<file path="config.mk">
export PLATFORM = sky130hd
export DESIGN_NAME = cfl_top
export DESIGN_NICKNAME = d
export VERILOG_FILES = /design/src/cfl_pkg.sv /design/src/cfl_top.sv /design/src/cfl_vote_filter.sv
export SDC_FILE = /design/constraint.sdc
export NUM_CORES = 1
export LEC_CHECK = 0
export BUFFER_PORTS_ARGS = -buffer_cell sky130_fd_sc_hd__buf_2
export CORE_AREA = 2 2 120 110
export CTS_CLUSTER_SIZE = 25
export DETAILED_ROUTE_END_ITERATION = 10
export DIE_AREA = 0 0 122 112
export PLACE_DENSITY = 0.91
export SLEW_MARGIN = 20
export SYNTH_ARGS = -nofsm -noshare
export SYNTH_HDL_FRONTEND = slang
export SYNTH_SLANG_ARGS = --single-unit
</file>
<file path="constraint.sdc">
create_clock -name mclk -period 7.5 [get_ports mclk]
set_input_delay 1.125 -clock mclk [delete_from_list [all_inputs] [get_ports mclk]]
set_output_delay 1.125 -clock mclk [all_outputs]
set_load 0.02 [all_outputs]
</file>
<file path="src/cfl_pkg.sv">
// cfl_pkg: shared constants and types of the frequency-lock control block
package cfl_pkg;
	// ----------------------------------------------------------------
	// frequency request filter
	// ----------------------------------------------------------------
	localparam int CFL_CNT_W = 12; // width of signed up/down counter
	localparam int CFL_PCT_FULL = 100; // percent of full range
	localparam int CFL_LOCK_PCT = 10; // lock window
	localparam int CFL_ACT_PCT = 50; // activate window while matched
	localparam int CFL_UNLK_PCT = 90; // unlock threshold
	localparam int CFL_REQ_HOLD = 8; // cycles a change request stands
	localparam int CFL_IDLE_MAX = 1024; // cycles without edges = data stopped
	// ----------------------------------------------------------------
	// vote filters and debouncer
	// ----------------------------------------------------------------
	localparam int CFL_WIN_BITS = 6; // counting window is 2**bits cycles
	localparam int CFL_MIN_BITS = 3; // least transitions 2**bits per window
	localparam int CFL_STRETCH = 3; // cycles a decision is stretched
	localparam int CFL_LOCK_N = 64; // debounce length in cycles
	// ----------------------------------------------------------------
	// channels: in-phase, quadrature, phase aligner
	// ----------------------------------------------------------------
	localparam int CFL_NCH = 3;
	localparam int CFL_CH_I = 0;
	localparam int CFL_CH_Q = 1;
	localparam int CFL_CH_R = 2;
	typedef logic [1:0] cfl_quad_t; // data edge quadrant
	typedef enum logic {CFL_PS_IDLE, CFL_PS_BUSY} cfl_ps_e; // phase step states
endpackage

</file>
<file path="src/cfl_top.sv">
// cfl_top: drift detection, frequency request filter, lock debounce, phase aligner
`timescale 1ns/1ps
// Function
// - quadrant from filtered early/late votes only
// - quadrant changes give faster/slower indications
// - enable bit gates drift until quadrant seen
// - signed counter, +1 slower, -1 faster
// - within ten percent sets match flag
// - matched: request only beyond half range
// - beyond ninety percent clears match flag
// - match flag is set/reset storage
// - match drops when data stops or mismatches
// - control signal accompanies each change request
// - locked after match high N cycles
// - unlocked after match low N cycles
// - bang-bang detector yields raw early/late
// - aligner window generated internally, parameter length
// - phase decisions become phase-shift port handshake
// - phase aligner adjusts continuously while running
// - quadrant up means too fast, down slow
// - decide only above half window transitions
// - phase decisions stretched, typically three cycles
// - change request stands over eight periods
module cfl_top
	import cfl_pkg::*;
#(
	parameter int CNT_W = CFL_CNT_W,
	parameter int WIN_BITS = CFL_WIN_BITS,
	parameter int MIN_BITS = CFL_MIN_BITS,
	parameter int STRETCH = CFL_STRETCH,
	parameter int REQ_HOLD = CFL_REQ_HOLD,
	parameter int LOCK_N = CFL_LOCK_N,
	parameter int IDLE_MAX = CFL_IDLE_MAX
) (
	input wire logic mclk,
	input wire logic nrst,
	input wire logic ce,
	input wire logic i_dat,
	input wire logic i_edg,
	input wire logic q_dat,
	input wire logic q_edg,
	input wire logic r_dat,
	input wire logic r_edg,
	input wire logic ps_done,
	output logic faster_q,
	output logic slower_q,
	output cfl_quad_t quadrant_q,
	output logic freq_match_q,
	output logic freq_req_en_q,
	output logic freq_req_inc_q,
	output logic freq_req_ctl_q,
	output logic cdr_locked_q,
	output logic ps_en_q,
	output logic ps_incdec_q
);
	// ----------------------------------------------------------------
	// derived thresholds
	// ----------------------------------------------------------------
	localparam logic [CNT_W-1:0] CMAX = CNT_W'((1 << (CNT_W - 1)) - 1);
	localparam logic [CNT_W-1:0] CMIN = CNT_W'(0) - CMAX;
	localparam logic [CNT_W-1:0] LOCK_T = CNT_W'(CMAX * CFL_LOCK_PCT / CFL_PCT_FULL);
	localparam logic [CNT_W-1:0] ACT_T = CNT_W'(CMAX * CFL_ACT_PCT / CFL_PCT_FULL);
	localparam logic [CNT_W-1:0] UNLK_T = CNT_W'(CMAX * CFL_UNLK_PCT / CFL_PCT_FULL);
	localparam int RW = $clog2(REQ_HOLD + 1); // request hold counter width
	localparam int DW = $clog2(LOCK_N + 1); // debounce counter width
	localparam int IW = $clog2(IDLE_MAX + 1); // idle counter width

	logic [CFL_NCH-1:0] dat_v; // data samples per channel
	logic [CFL_NCH-1:0] edg_v; // edge samples per channel
	logic [CFL_NCH-1:0] prv_q; // previous data sample
	logic [CFL_NCH-1:0] trn_q; // raw transition
	logic [CFL_NCH-1:0] ear_q; // raw early
	logic [CFL_NCH-1:0] lat_q; // raw late
	logic [CFL_NCH-1:0] f_up; // filtered early
	logic [CFL_NCH-1:0] f_dn; // filtered late
	logic [CFL_NCH-1:0] f_vld; // filtered decision pulse
	logic [WIN_BITS-1:0] mwin_q; // master window for I/Q
	logic mwin_end; // master window end
	logic i_late_q; // last I decision
	logic q_late_q; // last Q decision
	logic i_seen_q; // I decided since idle
	logic q_seen_q; // Q decided since idle
	logic seen_q; // drift enable bit
	logic il_n; // I decision this cycle
	logic ql_n; // Q decision this cycle
	logic quad_new; // new quadrant ready
	cfl_quad_t qn; // quadrant from decisions
	logic [IW-1:0] idle_q; // cycles without edges
	logic stopped_q; // data stopped
	logic signed [CNT_W-1:0] cnt_q; // frequency filter counter
	logic [CNT_W-1:0] mag; // counter magnitude
	logic fwd; // forward a change request
	logic [RW-1:0] rq_q; // request hold remaining
	logic [DW-1:0] dbc_q; // debounce count
	cfl_ps_e ps_q; // phase step state

	assign dat_v = {r_dat, q_dat, i_dat};
	assign edg_v = {r_edg, q_edg, i_edg};
	assign mwin_end = (mwin_q == '0);

	// ----------------------------------------------------------------
	// detectors and vote filters per channel
	// ----------------------------------------------------------------
	genvar g;
	generate
		for (g = 0; g < CFL_NCH; g++) begin : g_ch
			// edge sample equal to old data means clock early
			always_ff @(posedge mclk) begin
				if (!nrst) begin
					prv_q[g] <= 1'b0;
					trn_q[g] <= 1'b0;
					ear_q[g] <= 1'b0;
					lat_q[g] <= 1'b0;
				end else if (ce) begin
					prv_q[g] <= dat_v[g];
					trn_q[g] <= dat_v[g] != prv_q[g];
					ear_q[g] <= (dat_v[g] != prv_q[g]) && (edg_v[g] == prv_q[g]);
					lat_q[g] <= (dat_v[g] != prv_q[g]) && (edg_v[g] != prv_q[g]);
				end
			end
			// aligner channel counts its own window
			cfl_vote_filter #(
				.WIN_BITS(WIN_BITS),
				.MIN_BITS(MIN_BITS),
				.STRETCH(STRETCH),
				.INT_WIN(g == CFL_CH_R)
			) u_filt (
				.mclk(mclk),
				.nrst(nrst),
				.ce(ce),
				.ext_win_end(mwin_end),
				.trans(trn_q[g]),
				.early(ear_q[g]),
				.late(lat_q[g]),
				.up_q(f_up[g]),
				.dn_q(f_dn[g]),
				.vld_q(f_vld[g])
			);
		end
	endgenerate

	// master window shared by I and Q filters
	always_ff @(posedge mclk) begin
		if (!nrst) begin
			mwin_q <= '0;
		end else if (ce) begin
			mwin_q <= mwin_q + 1'b1;
		end
	end

	// ----------------------------------------------------------------
	// quadrant and drift
	// ----------------------------------------------------------------
	// quadrant only from filtered decisions
	always_comb begin
		il_n = f_vld[CFL_CH_I] ? f_dn[CFL_CH_I] : i_late_q;
		ql_n = f_vld[CFL_CH_Q] ? f_dn[CFL_CH_Q] : q_late_q;
		quad_new = (f_vld[CFL_CH_I] || f_vld[CFL_CH_Q])
			&& (i_seen_q || f_vld[CFL_CH_I]) && (q_seen_q || f_vld[CFL_CH_Q]);
		case ({il_n, ql_n})
			2'h0: qn = 2'h0;
			2'h1: qn = 2'h1;
			2'h3: qn = 2'h2;
			default: qn = 2'h3;
		endcase
	end

	// held decisions; seen flags cleared when the data goes idle
	always_ff @(posedge mclk) begin
		if (!nrst) begin
			i_late_q <= 1'b0;
			q_late_q <= 1'b0;
			i_seen_q <= 1'b0;
			q_seen_q <= 1'b0;
		end else if (ce) begin
			i_late_q <= il_n;
			q_late_q <= ql_n;
			i_seen_q <= !stopped_q && (i_seen_q || f_vld[CFL_CH_I]);
			q_seen_q <= !stopped_q && (q_seen_q || f_vld[CFL_CH_Q]);
		end
	end

	// set/reset enable, set on first quadrant
	always_ff @(posedge mclk) begin
		if (!nrst) begin
			seen_q <= 1'b0;
		end else if (ce) begin
			if (quad_new) begin
				seen_q <= 1'b1;
			end else if (stopped_q) begin
				seen_q <= 1'b0;
			end
		end
	end

	always_ff @(posedge mclk) begin
		if (!nrst) begin
			quadrant_q <= 2'h0;
			faster_q <= 1'b0;
			slower_q <= 1'b0;
		end else if (ce) begin
			faster_q <= 1'b0;
			slower_q <= 1'b0;
			if (quad_new) begin
				quadrant_q <= qn;
				// upward too fast, downward too slow
				if (seen_q) begin
					faster_q <= qn == quadrant_q + 2'h1;
					slower_q <= qn == quadrant_q - 2'h1;
				end
			end
		end
	end

	// data stopped after idle period without edges
	always_ff @(posedge mclk) begin
		if (!nrst) begin
			idle_q <= '0;
			stopped_q <= 1'b0;
		end else if (ce) begin
			if (trn_q[CFL_CH_I]) begin
				idle_q <= '0;
				stopped_q <= 1'b0;
			end else if (idle_q == IW'(IDLE_MAX - 1)) begin
				stopped_q <= 1'b1;
			end else begin
				idle_q <= idle_q + 1'b1;
			end
		end
	end

	// ----------------------------------------------------------------
	// frequency request filter
	// ----------------------------------------------------------------
	// beyond activate while matched, else beyond unlock
	always_comb begin
		mag = cnt_q[CNT_W-1] ? CNT_W'(-cnt_q) : CNT_W'(cnt_q);
		fwd = ce && !freq_req_en_q && (mag > (freq_match_q ? ACT_T : UNLK_T));
	end

	always_ff @(posedge mclk) begin
		if (!nrst) begin
			cnt_q <= '0;
		end else if (fwd) begin
			// back to centre after a request
			cnt_q <= '0;
		end else if (ce) begin
			if (slower_q && cnt_q != CMAX) begin
				cnt_q <= cnt_q + 1'b1;
			end else if (faster_q && cnt_q != CMIN) begin
				cnt_q <= cnt_q - 1'b1;
			end
		end
	end

	always_ff @(posedge mclk) begin
		if (!nrst) begin
			freq_match_q <= 1'b0;
		end else if (ce) begin
			// clear beyond unlock, or when data stops
			if (stopped_q || mag > UNLK_T) begin
				freq_match_q <= 1'b0;
			end else if (seen_q && mag <= LOCK_T) begin
				freq_match_q <= 1'b1;
			end
		end
	end

	always_ff @(posedge mclk) begin
		if (!nrst) begin
			freq_req_en_q <= 1'b0;
			freq_req_inc_q <= 1'b0;
			freq_req_ctl_q <= 1'b0;
			rq_q <= '0;
		end else if (fwd) begin
			freq_req_en_q <= 1'b1;
			freq_req_inc_q <= !cnt_q[CNT_W-1];
			freq_req_ctl_q <= 1'b1;
			rq_q <= RW'(REQ_HOLD - 1);
		end else if (ce) begin
			if (rq_q != '0) begin
				rq_q <= rq_q - 1'b1;
			end else begin
				freq_req_en_q <= 1'b0;
				freq_req_inc_q <= 1'b0;
				freq_req_ctl_q <= 1'b0;
			end
		end
	end

	// ----------------------------------------------------------------
	// lock debouncer
	// ----------------------------------------------------------------
	// flip only after LOCK_N steady cycles
	always_ff @(posedge mclk) begin
		if (!nrst) begin
			dbc_q <= '0;
			cdr_locked_q <= 1'b0;
		end else if (ce) begin
			if (freq_match_q == cdr_locked_q) begin
				dbc_q <= '0;
			end else if (dbc_q == DW'(LOCK_N - 1)) begin
				dbc_q <= '0;
				cdr_locked_q <= freq_match_q;
			end else begin
				dbc_q <= dbc_q + 1'b1;
			end
		end
	end

	// ----------------------------------------------------------------
	// phase step controller
	// ----------------------------------------------------------------
	// one-cycle enable, then wait for done
	always_ff @(posedge mclk) begin
		if (!nrst) begin
			ps_q <= CFL_PS_IDLE;
			ps_en_q <= 1'b0;
			ps_incdec_q <= 1'b0;
		end else if (ce) begin
			ps_en_q <= 1'b0;
			case (ps_q)
				CFL_PS_IDLE: begin
					if (f_vld[CFL_CH_R]) begin
						ps_en_q <= 1'b1;
						ps_incdec_q <= f_up[CFL_CH_R];
						ps_q <= CFL_PS_BUSY;
					end
				end
				CFL_PS_BUSY: begin
					if (ps_done) begin
						ps_q <= CFL_PS_IDLE;
					end
				end
				default: ps_q <= CFL_PS_IDLE;
			endcase
		end
	end

	// ----------------------------------------------------------------
	// checks
	// ----------------------------------------------------------------
	a_drift_gate: assert property (@(posedge mclk) disable iff (!nrst)
		(ce && !seen_q) |=> (!faster_q && !slower_q))
		else $error("drift reported while disabled");
	a_lock_set: assert property (@(posedge mclk) disable iff (!nrst)
		(ce && seen_q && !stopped_q && mag <= LOCK_T) |=> freq_match_q)
		else $error("match not set inside lock window");
	a_unlock_clr: assert property (@(posedge mclk) disable iff (!nrst)
		(ce && mag > UNLK_T) |=> !freq_match_q)
		else $error("match not cleared beyond unlock");
	a_req_ctl: assert property (@(posedge mclk) disable iff (!nrst)
		$rose(freq_req_en_q) |-> (freq_req_ctl_q throughout (freq_req_en_q [*3])))
		else $error("request without control");
	a_req_hold: assert property (@(posedge mclk) disable iff (!nrst)
		$rose(freq_req_ctl_q) |-> freq_req_ctl_q [*8])
		else $error("request control too short");
	a_centre_ret: assert property (@(posedge mclk) disable iff (!nrst)
		$rose(freq_req_en_q) |-> cnt_q == '0)
		else $error("counter not centred after request");
	a_sat_top: assert property (@(posedge mclk) disable iff (!nrst)
		(ce && cnt_q == CMAX && !fwd && slower_q) |=> cnt_q == CMAX)
		else $error("counter wrapped at top");
	a_lock_rise: assert property (@(posedge mclk) disable iff (!nrst)
		$rose(cdr_locked_q) |-> ($past(freq_match_q) && $past(dbc_q) == DW'(LOCK_N - 1)))
		else $error("locked without full debounce");
	a_lock_fall: assert property (@(posedge mclk) disable iff (!nrst)
		$fell(cdr_locked_q) |-> (!$past(freq_match_q) && $past(dbc_q) == DW'(LOCK_N - 1)))
		else $error("unlocked without full debounce");
	a_ps_pulse: assert property (@(posedge mclk) disable iff (!nrst)
		(ce && ps_en_q) |=> (!ps_en_q && ps_q == CFL_PS_BUSY))
		else $error("phase enable not a single pulse");
endmodule

</file>
<file path="src/cfl_vote_filter.sv">
// cfl_vote_filter: windowed early/late vote counter with stretched decisions
`timescale 1ns/1ps
module cfl_vote_filter
	import cfl_pkg::*;
#(
	parameter int WIN_BITS = CFL_WIN_BITS,
	parameter int MIN_BITS = CFL_MIN_BITS,
	parameter int STRETCH = CFL_STRETCH,
	parameter bit INT_WIN = 1'b0
) (
	input wire logic mclk,
	input wire logic nrst,
	input wire logic ce,
	input wire logic ext_win_end,
	input wire logic trans,
	input wire logic early,
	input wire logic late,
	output logic up_q,
	output logic dn_q,
	output logic vld_q
);
	localparam int CW = WIN_BITS + 1; // counts up to a full window
	localparam int SW = $clog2(STRETCH + 1); // stretch counter width
	localparam logic [CW-1:0] MIN_TR = CW'(1 << MIN_BITS);

	logic [WIN_BITS-1:0] win_q; // own window counter
	logic [CW-1:0] ntr_q; // transitions in window
	logic [CW-1:0] ne_q; // early votes
	logic [CW-1:0] nl_q; // late votes
	logic [SW-1:0] st_q; // stretch remaining
	logic win_end; // last cycle of window
	logic take_up; // decide early
	logic take_dn; // decide late

	// window source: own counter or master's end mark
	assign win_end = INT_WIN ? (win_q == '0) : ext_win_end;

	// ----------------------------------------------------------------
	// counting
	// ----------------------------------------------------------------
	// free running window, used only when internal
	always_ff @(posedge mclk) begin
		if (!nrst) begin
			win_q <= '0;
		end else if (ce) begin
			win_q <= win_q + 1'b1;
		end
	end

	// vote counters, cleared at each window end
	always_ff @(posedge mclk) begin
		if (!nrst) begin
			ntr_q <= '0;
			ne_q <= '0;
			nl_q <= '0;
		end else if (ce) begin
			if (win_end) begin
				ntr_q <= '0;
				ne_q <= '0;
				nl_q <= '0;
			end else begin
				ntr_q <= ntr_q + CW'(trans);
				ne_q <= ne_q + CW'(early);
				nl_q <= nl_q + CW'(late);
			end
		end
	end

	// ----------------------------------------------------------------
	// decision
	// ----------------------------------------------------------------
	// majority over half the transitions
	always_comb begin
		take_up = win_end && (ntr_q >= MIN_TR) && (ne_q > (ntr_q >> 1));
		take_dn = win_end && (ntr_q >= MIN_TR) && (nl_q > (ntr_q >> 1)) && !take_up;
	end

	always_ff @(posedge mclk) begin
		if (!nrst) begin
			up_q <= 1'b0;
			dn_q <= 1'b0;
			vld_q <= 1'b0;
			st_q <= '0;
		end else if (ce) begin
			vld_q <= take_up || take_dn;
			if (take_up || take_dn) begin
				up_q <= take_up;
				dn_q <= take_dn;
				st_q <= SW'(STRETCH - 1);
			end else if (st_q != '0) begin
				st_q <= st_q - 1'b1;
			end else begin
				up_q <= 1'b0;
				dn_q <= 1'b0;
			end
		end
	end

	a_vote_early: assert property (@(posedge mclk) disable iff (!nrst)
		(ce && win_end && ntr_q >= MIN_TR && ne_q > (ntr_q >> 1)) |=> (up_q && vld_q))
		else $error("early majority not decided");
	a_stretch_len: assert property (@(posedge mclk) disable iff (!nrst)
		$rose(up_q) |-> up_q [*3])
		else $error("early decision not stretched");
endmodule

</file>
Word-level counts from Yosys, hierarchy flattened
Index checks and enable logic that the tools add are counted.

cells by class
  $add $sub $neg = 22
  $lt $le $gt $ge = 12
  equality and inequality tests = 23
  multiplexer cells = 53
  bitwise gates (word level) = 3
  reduce and logical (&&, ||, !) cells = 74

operators by type and width
  operator                                              number
  2-to-1 mux 7 bit                                      11
  adder 7 x 1 -> 7 bit                                  9
  > comparator 7 x 6 -> 1 bit                           6
  2-to-1 mux 12 bit                                     3
  2-to-1 mux 11 bit                                     3
  AND reduction 2 bit                                   15
  logical AND 1 bit                                     27
  2-to-1 mux 1 bit                                      25
  nonzero test 2 bit                                    12
  >= comparator 7 x 4 -> 1 bit, second input constant   3
  adder 12 x 1 -> 12 bit, second input constant         1
  adder 6 x 1 -> 6 bit, second input constant           2
  > comparator 12 x 11 -> 1 bit                         1
  > comparator 12 x 11 -> 1 bit, second input constant  1
  <= comparator 12 x 8 -> 1 bit, second input constant  1
  zero test 6 bit                                       2
  2-to-1 mux 2 bit                                      6
  != test 12 x 11 -> 1 bit, second input constant       1
  != test 12 bit, second input constant                 1
  negator 12 bit                                        1
  subtractor 12 x 1 -> 12 bit, second input constant    1
  adder 11 x 1 -> 11 bit, second input constant         1
  == test 11 x 10 -> 1 bit, second input constant       1
  2-to-1 mux 3 bit                                      3
  other kinds (21)                                      50

word-level totals
  flip-flop bits (word level) = 150
  word-level logic and storage cells = 240

Longest topological paths before layout
  depth after elaboration = 8
  gate-level depth with buffers = 15

By module
From an unflattened synthesis, not the netlist that was laid out.

second synthesis, totals
  cell total of the unflattened synthesis = 1,014
  area total of the unflattened synthesis = 8,882.3 um^2

modules (own cells, without submodules)
  module                             times used  cells an instance  area an instance (um^2)  seq. area each (um^2)
  cfl_top                            1           490                4,202.8                  1,381.3
  cfl_vote_filter at g_ch[2].u_filt  1           190                1,739.2                  640.6
  cfl_vote_filter at g_ch[0].u_filt  1           167                1,472.7                  520.5
  cfl_vote_filter at g_ch[1].u_filt  1           167                1,467.7                  520.5

Worst setup path after synthesis
Ideal clock, no wire load.

  path type = register to register
  from = register cnt_q[1]
  to = register cnt_q[11]
  setup time = 0.115 ns
  data arrival time = 4.101 ns
  required time = 7.385 ns
  slack = 3.284 ns
  cell stages (with the launch flop) = 13
  buffers on the path = 0
  clock period less this slack = 4.216 ns
  cells stage by stage = dfxtp_1 ha_1 nand4_1 o41ai_1 ha_1 a211o_1 a2111oi_0 o31a_1 a21oi_1 xnor2_1 nor2_1 xnor2_1 nor2_1

between the ends
  cells in the longest elaborated chain, start to end = 5
  elaborated cells between the ends (all ways) = 15

RTL lines
  item                           line            source
  start, declared                cfl_top.sv:90   logic signed [CNT_W-1:0] cnt_q;
  start signal, assigned         cfl_top.sv:249  cnt_q <= cnt_q + 1'b1;
  start signal, assigned         cfl_top.sv:251  cnt_q <= cnt_q - 1'b1;
  negator 12 bit                 cfl_top.sv:237  mag = cnt_q[CNT_W-1] ? CNT_W'(-cnt_q) : CNT_W'(cnt_q);
  2-to-1 mux 12 bit              cfl_top.sv:237
  > comparator 12 x 11 -> 1 bit  cfl_top.sv:238  fwd = ce && !freq_req_en_q && (mag > (freq_match_q ? ACT_T : UNLK_T));
  logical AND 1 bit              cfl_top.sv:238
  OR reduction 2 bit (no line)   -

Several ways; a longest one is shown, not always the timed one. The select of a mux whose other input is x is not followed.
A chain may end at the register's enable or synchronous reset.

Worst setup path in the final report
Same ends and word-level chain as after synthesis.

==> flow_metrics.env <==
export IMPL_vias=6744
export IMPL_antennaDiodeCount=0
export IMPL_slew_viol_final=0
export IMPL_ctsHoldBuffers=0
export IMPL_synthTopCellsByCount="nor2_1, dfxtp_1, ha_1"
export IMPL_layout_drive_gt1_share_pct=7.04
export IMPL_overflow=0
export IMPL_min_period_ps=3440
export IMPL_syn_inst=978
export IMPL_synth_xor_area_share_pct=9.68
export IMPL_ios=21
export IMPL_synthAdderAreaFrac_pct=12.9
export IMPL_setup_viol=0
export IMPL_synth_top_area_share_pct=36.1
export IMPL_grt_usage_pct=26.5
export IMPL_initial_core_util_pct=66.9
export IMPL_min_period_over_period_pct=45.8
export IMPL_power_density_nw_per_um2=199
export IMPL_synth_compound_area_share_pct=12.6
export IMPL_status="finished, final reports clean"
export IMPL_drc=0
export IMPL_htree_levels=4
export IMPL_fp_row_count=39
export IMPL_coreArea_um2=12400
export IMPL_area_growth_syn_to_layout_pct=8.95
export IMPL_fp_dieArea_um2=13700
export IMPL_yosysMostFrequentCell="nor2_1"
export IMPL_stdcell_area_um2=9070
export IMPL_antenna_left=0
export IMPL_max_slew_margin_pct=42.7
export IMPL_ys_seq_elements=150
export IMPL_cp_arrival_ps=3750
export IMPL_dr_pass1_iters=6
export IMPL_dpl_cell_area_um2=8510
export IMPL_yosys_area_share_simple_pct=20.1
export IMPL_synth_area_um2=8330
export IMPL_yosysSeqAreaShare_pct=36.1
export IMPL_synth_top_family_by_area="simple AND/OR/NAND/NOR gates"
export IMPL_gp_congestion=0.884
export IMPL_synth_area_leaders="dfxtp_1, ha_1, nor2_1"
export IMPL_path_max_fanout=13
export IMPL_drt_wirelength_per_cell_um=14.6
export IMPL_die_w_um=122
export IMPL_endpoint_kind="register"
export IMPL_synth_edf_count=0
export IMPL_numCtsBuffers=17
export IMPL_cts_buffer_depth=2
export IMPL_clock_skew_ps=8.38
export IMPL_fp_dieH_um=112
export IMPL_async_reset_ff_share_pct=0
export IMPL_maxCapViolCount=0
export IMPL_portBuffers=20
export IMPL_timing_fmax_mhz=291
export IMPL_vias_per_cell=5.82
export IMPL_synth_net_count=1073
export IMPL_synth_area_mux_share_pct=4.45
export IMPL_antenna_found_initial=0
export IMPL_clk_latency_ps=420
export IMPL_drt_iter0_drc=534
export IMPL_yosys_warnings=0
export IMPL_cts_tree="done"
export IMPL_hold_viol=0
export IMPL_postCtsSetupBuffers=0
export IMPL_root_buffer="clkbuf_16"
export IMPL_grt_pass1_wl_um=29600
export IMPL_drt_wl_total_um=16900
export IMPL_tightest_slew_ps=859
export IMPL_start_kind="register"
export IMPL_nets=1078
export IMPL_synth_top_area_cell="dfxtp_1"
export IMPL_p_leak_nw=3.74
export IMPL_rsz0062_at_grt="false"
export IMPL_cts_resized=0
export IMPL_synth_area_per_cell_um2=8.52
export IMPL_hp_class="reg2reg"
export IMPL_tns_ps=0
export IMPL_total_power_w=0.00181
export IMPL_first_global_vias=6631
export IMPL_crit_required_ps=7810
export IMPL_numClockSinks=150
export IMPL_synthFlopType="dfxtp_1"
export IMPL_hpwl_um=11100
export IMPL_path_clk_slew_ps=60
export IMPL_synth_cell_type_count=61
export IMPL_grt_start_max_net_pins=73
export IMPL_ir_drop_mv=0.166
export IMPL_critPathKind="reg2reg"
## layer usage
layer	wire length [um]	global-route usage (%)
met5	0	0
met4	431	11.1
met3	683	5.53
met2	8090	44.7
met1	7690	32.8
## layout make-up
cell class                      instances  area [um2]
Multi-Input combinational cell        740        4980
Fill cell                             861        3370
Sequential cell                       150        3000
Clock buffer                           21         470
Tap cell                              164         205
Inverter                               51         191
Timing Repair Buffer                   23         125
Clock inverter                         10        97.6
## critical path: stages, from the launching register on
cell and delay [ps]:
dfxtp_1 560, ha_1 230, nand4_1 110, o41ai_2 300, buf_4 250, ha_1 260, a211o_1 330, a2111oi_0 540
o31a_1 250, a21oi_1 80, xnor2_1 120, nor2_1 110, xnor2_1 130, nor2_1 50
## worst paths after layout
check	to	slack (ps)	start	cells past startpoint
hold / removal	q_late_q$_SDFFE_PN0P_	460	q_late_q$_SDFFE_PN0P_	2
setup / recovery	cnt_q[11]$_SDFFE_PP0P_	4060	cnt_q[1]$_SDFFE_PP0P_	13
hold reg to reg	q_late_q$_SDFFE_PN0P_	460	q_late_q$_SDFFE_PN0P_	2
setup reg to reg	cnt_q[11]$_SDFFE_PP0P_	4060	cnt_q[1]$_SDFFE_PP0P_	13
## state kept, by name (all words and copies together) (netlist names), 2 cells and up
signal and count:
mwin_q 6, ear_q 3, g_ch.u_filt.dn_q 2, trn_q 3, g_ch.u_filt.st_q 6, prv_q 3, idle_q 11, g_ch.u_filt.ne_q 21
dbc_q 7, g_ch.u_filt.ntr_q 21, cnt_q 12, rq_q 4, quadrant_q 2, g_ch.u_filt.vld_q 3, g_ch.u_filt.win_q 6, lat_q 3
g_ch.u_filt.nl_q 21
## metrics by stage
stage | setup slack (ps) | util (%) | hold slack (ps) | cells
final | 4060 | 72.9 | 464 | 1159
after global routing | 3740 | 72.9 | 490 | 1159
after CTS | 4090 | 72.9 | 466 | 1159
after detailed placement | 4110 | 68.4 | 456 | 1128
after global placement | 4190 | 68.4 | 442 | 1128
after floorplan | 3280 | - | 431 | 978
## kinds of logic after synthesis
| logic type | count (synthesis) |
|---|---|
| AOI/OAI and AO/OA | 164 |
| buffers and inverters | 88 |
| DFF | 150 |
| adders and majority gates | 85 |
| muxes | 37 |
| xor gates and xnor gates | 92 |
| and+or+nand+nor | 362 |
## power by group
group	switching, W	internal [W]	total [W]
clock	0.000336	0.000482	0.000818
sequential	0.0000174	0.000819	0.000837
combinational	0.0000955	0.0000596	0.000155
total	0.000449	0.00136	0.00181
## cell usage in the layout, fill, tap and decap left out, types with 8 or more instances in the layout
master / synthesis / routed
xnor2_1: 53 / 53
mux2i_1: 37 / 37
nand3_1: 20 / 20
nand2_1: 73 / 73
dfxtp_1: 150 / 150
o21ai_0: 32 / 32
o21a_1: 15 / 15
inv_1: 50 / 50
a211oi_1: 10 / 10
ha_1: 84 / 84
nand2b_1: 8 / 8
nor2_1: 162 / 162
xor2_1: 39 / 39
nor3_1: 17 / 17
buf_2: 1 / 19
nand4_1: 35 / 35
a21o_1: 10 / 10
clkbuf_16: 0 / 17
a21oi_1: 56 / 56
Power figures use the tool's default switching activity.
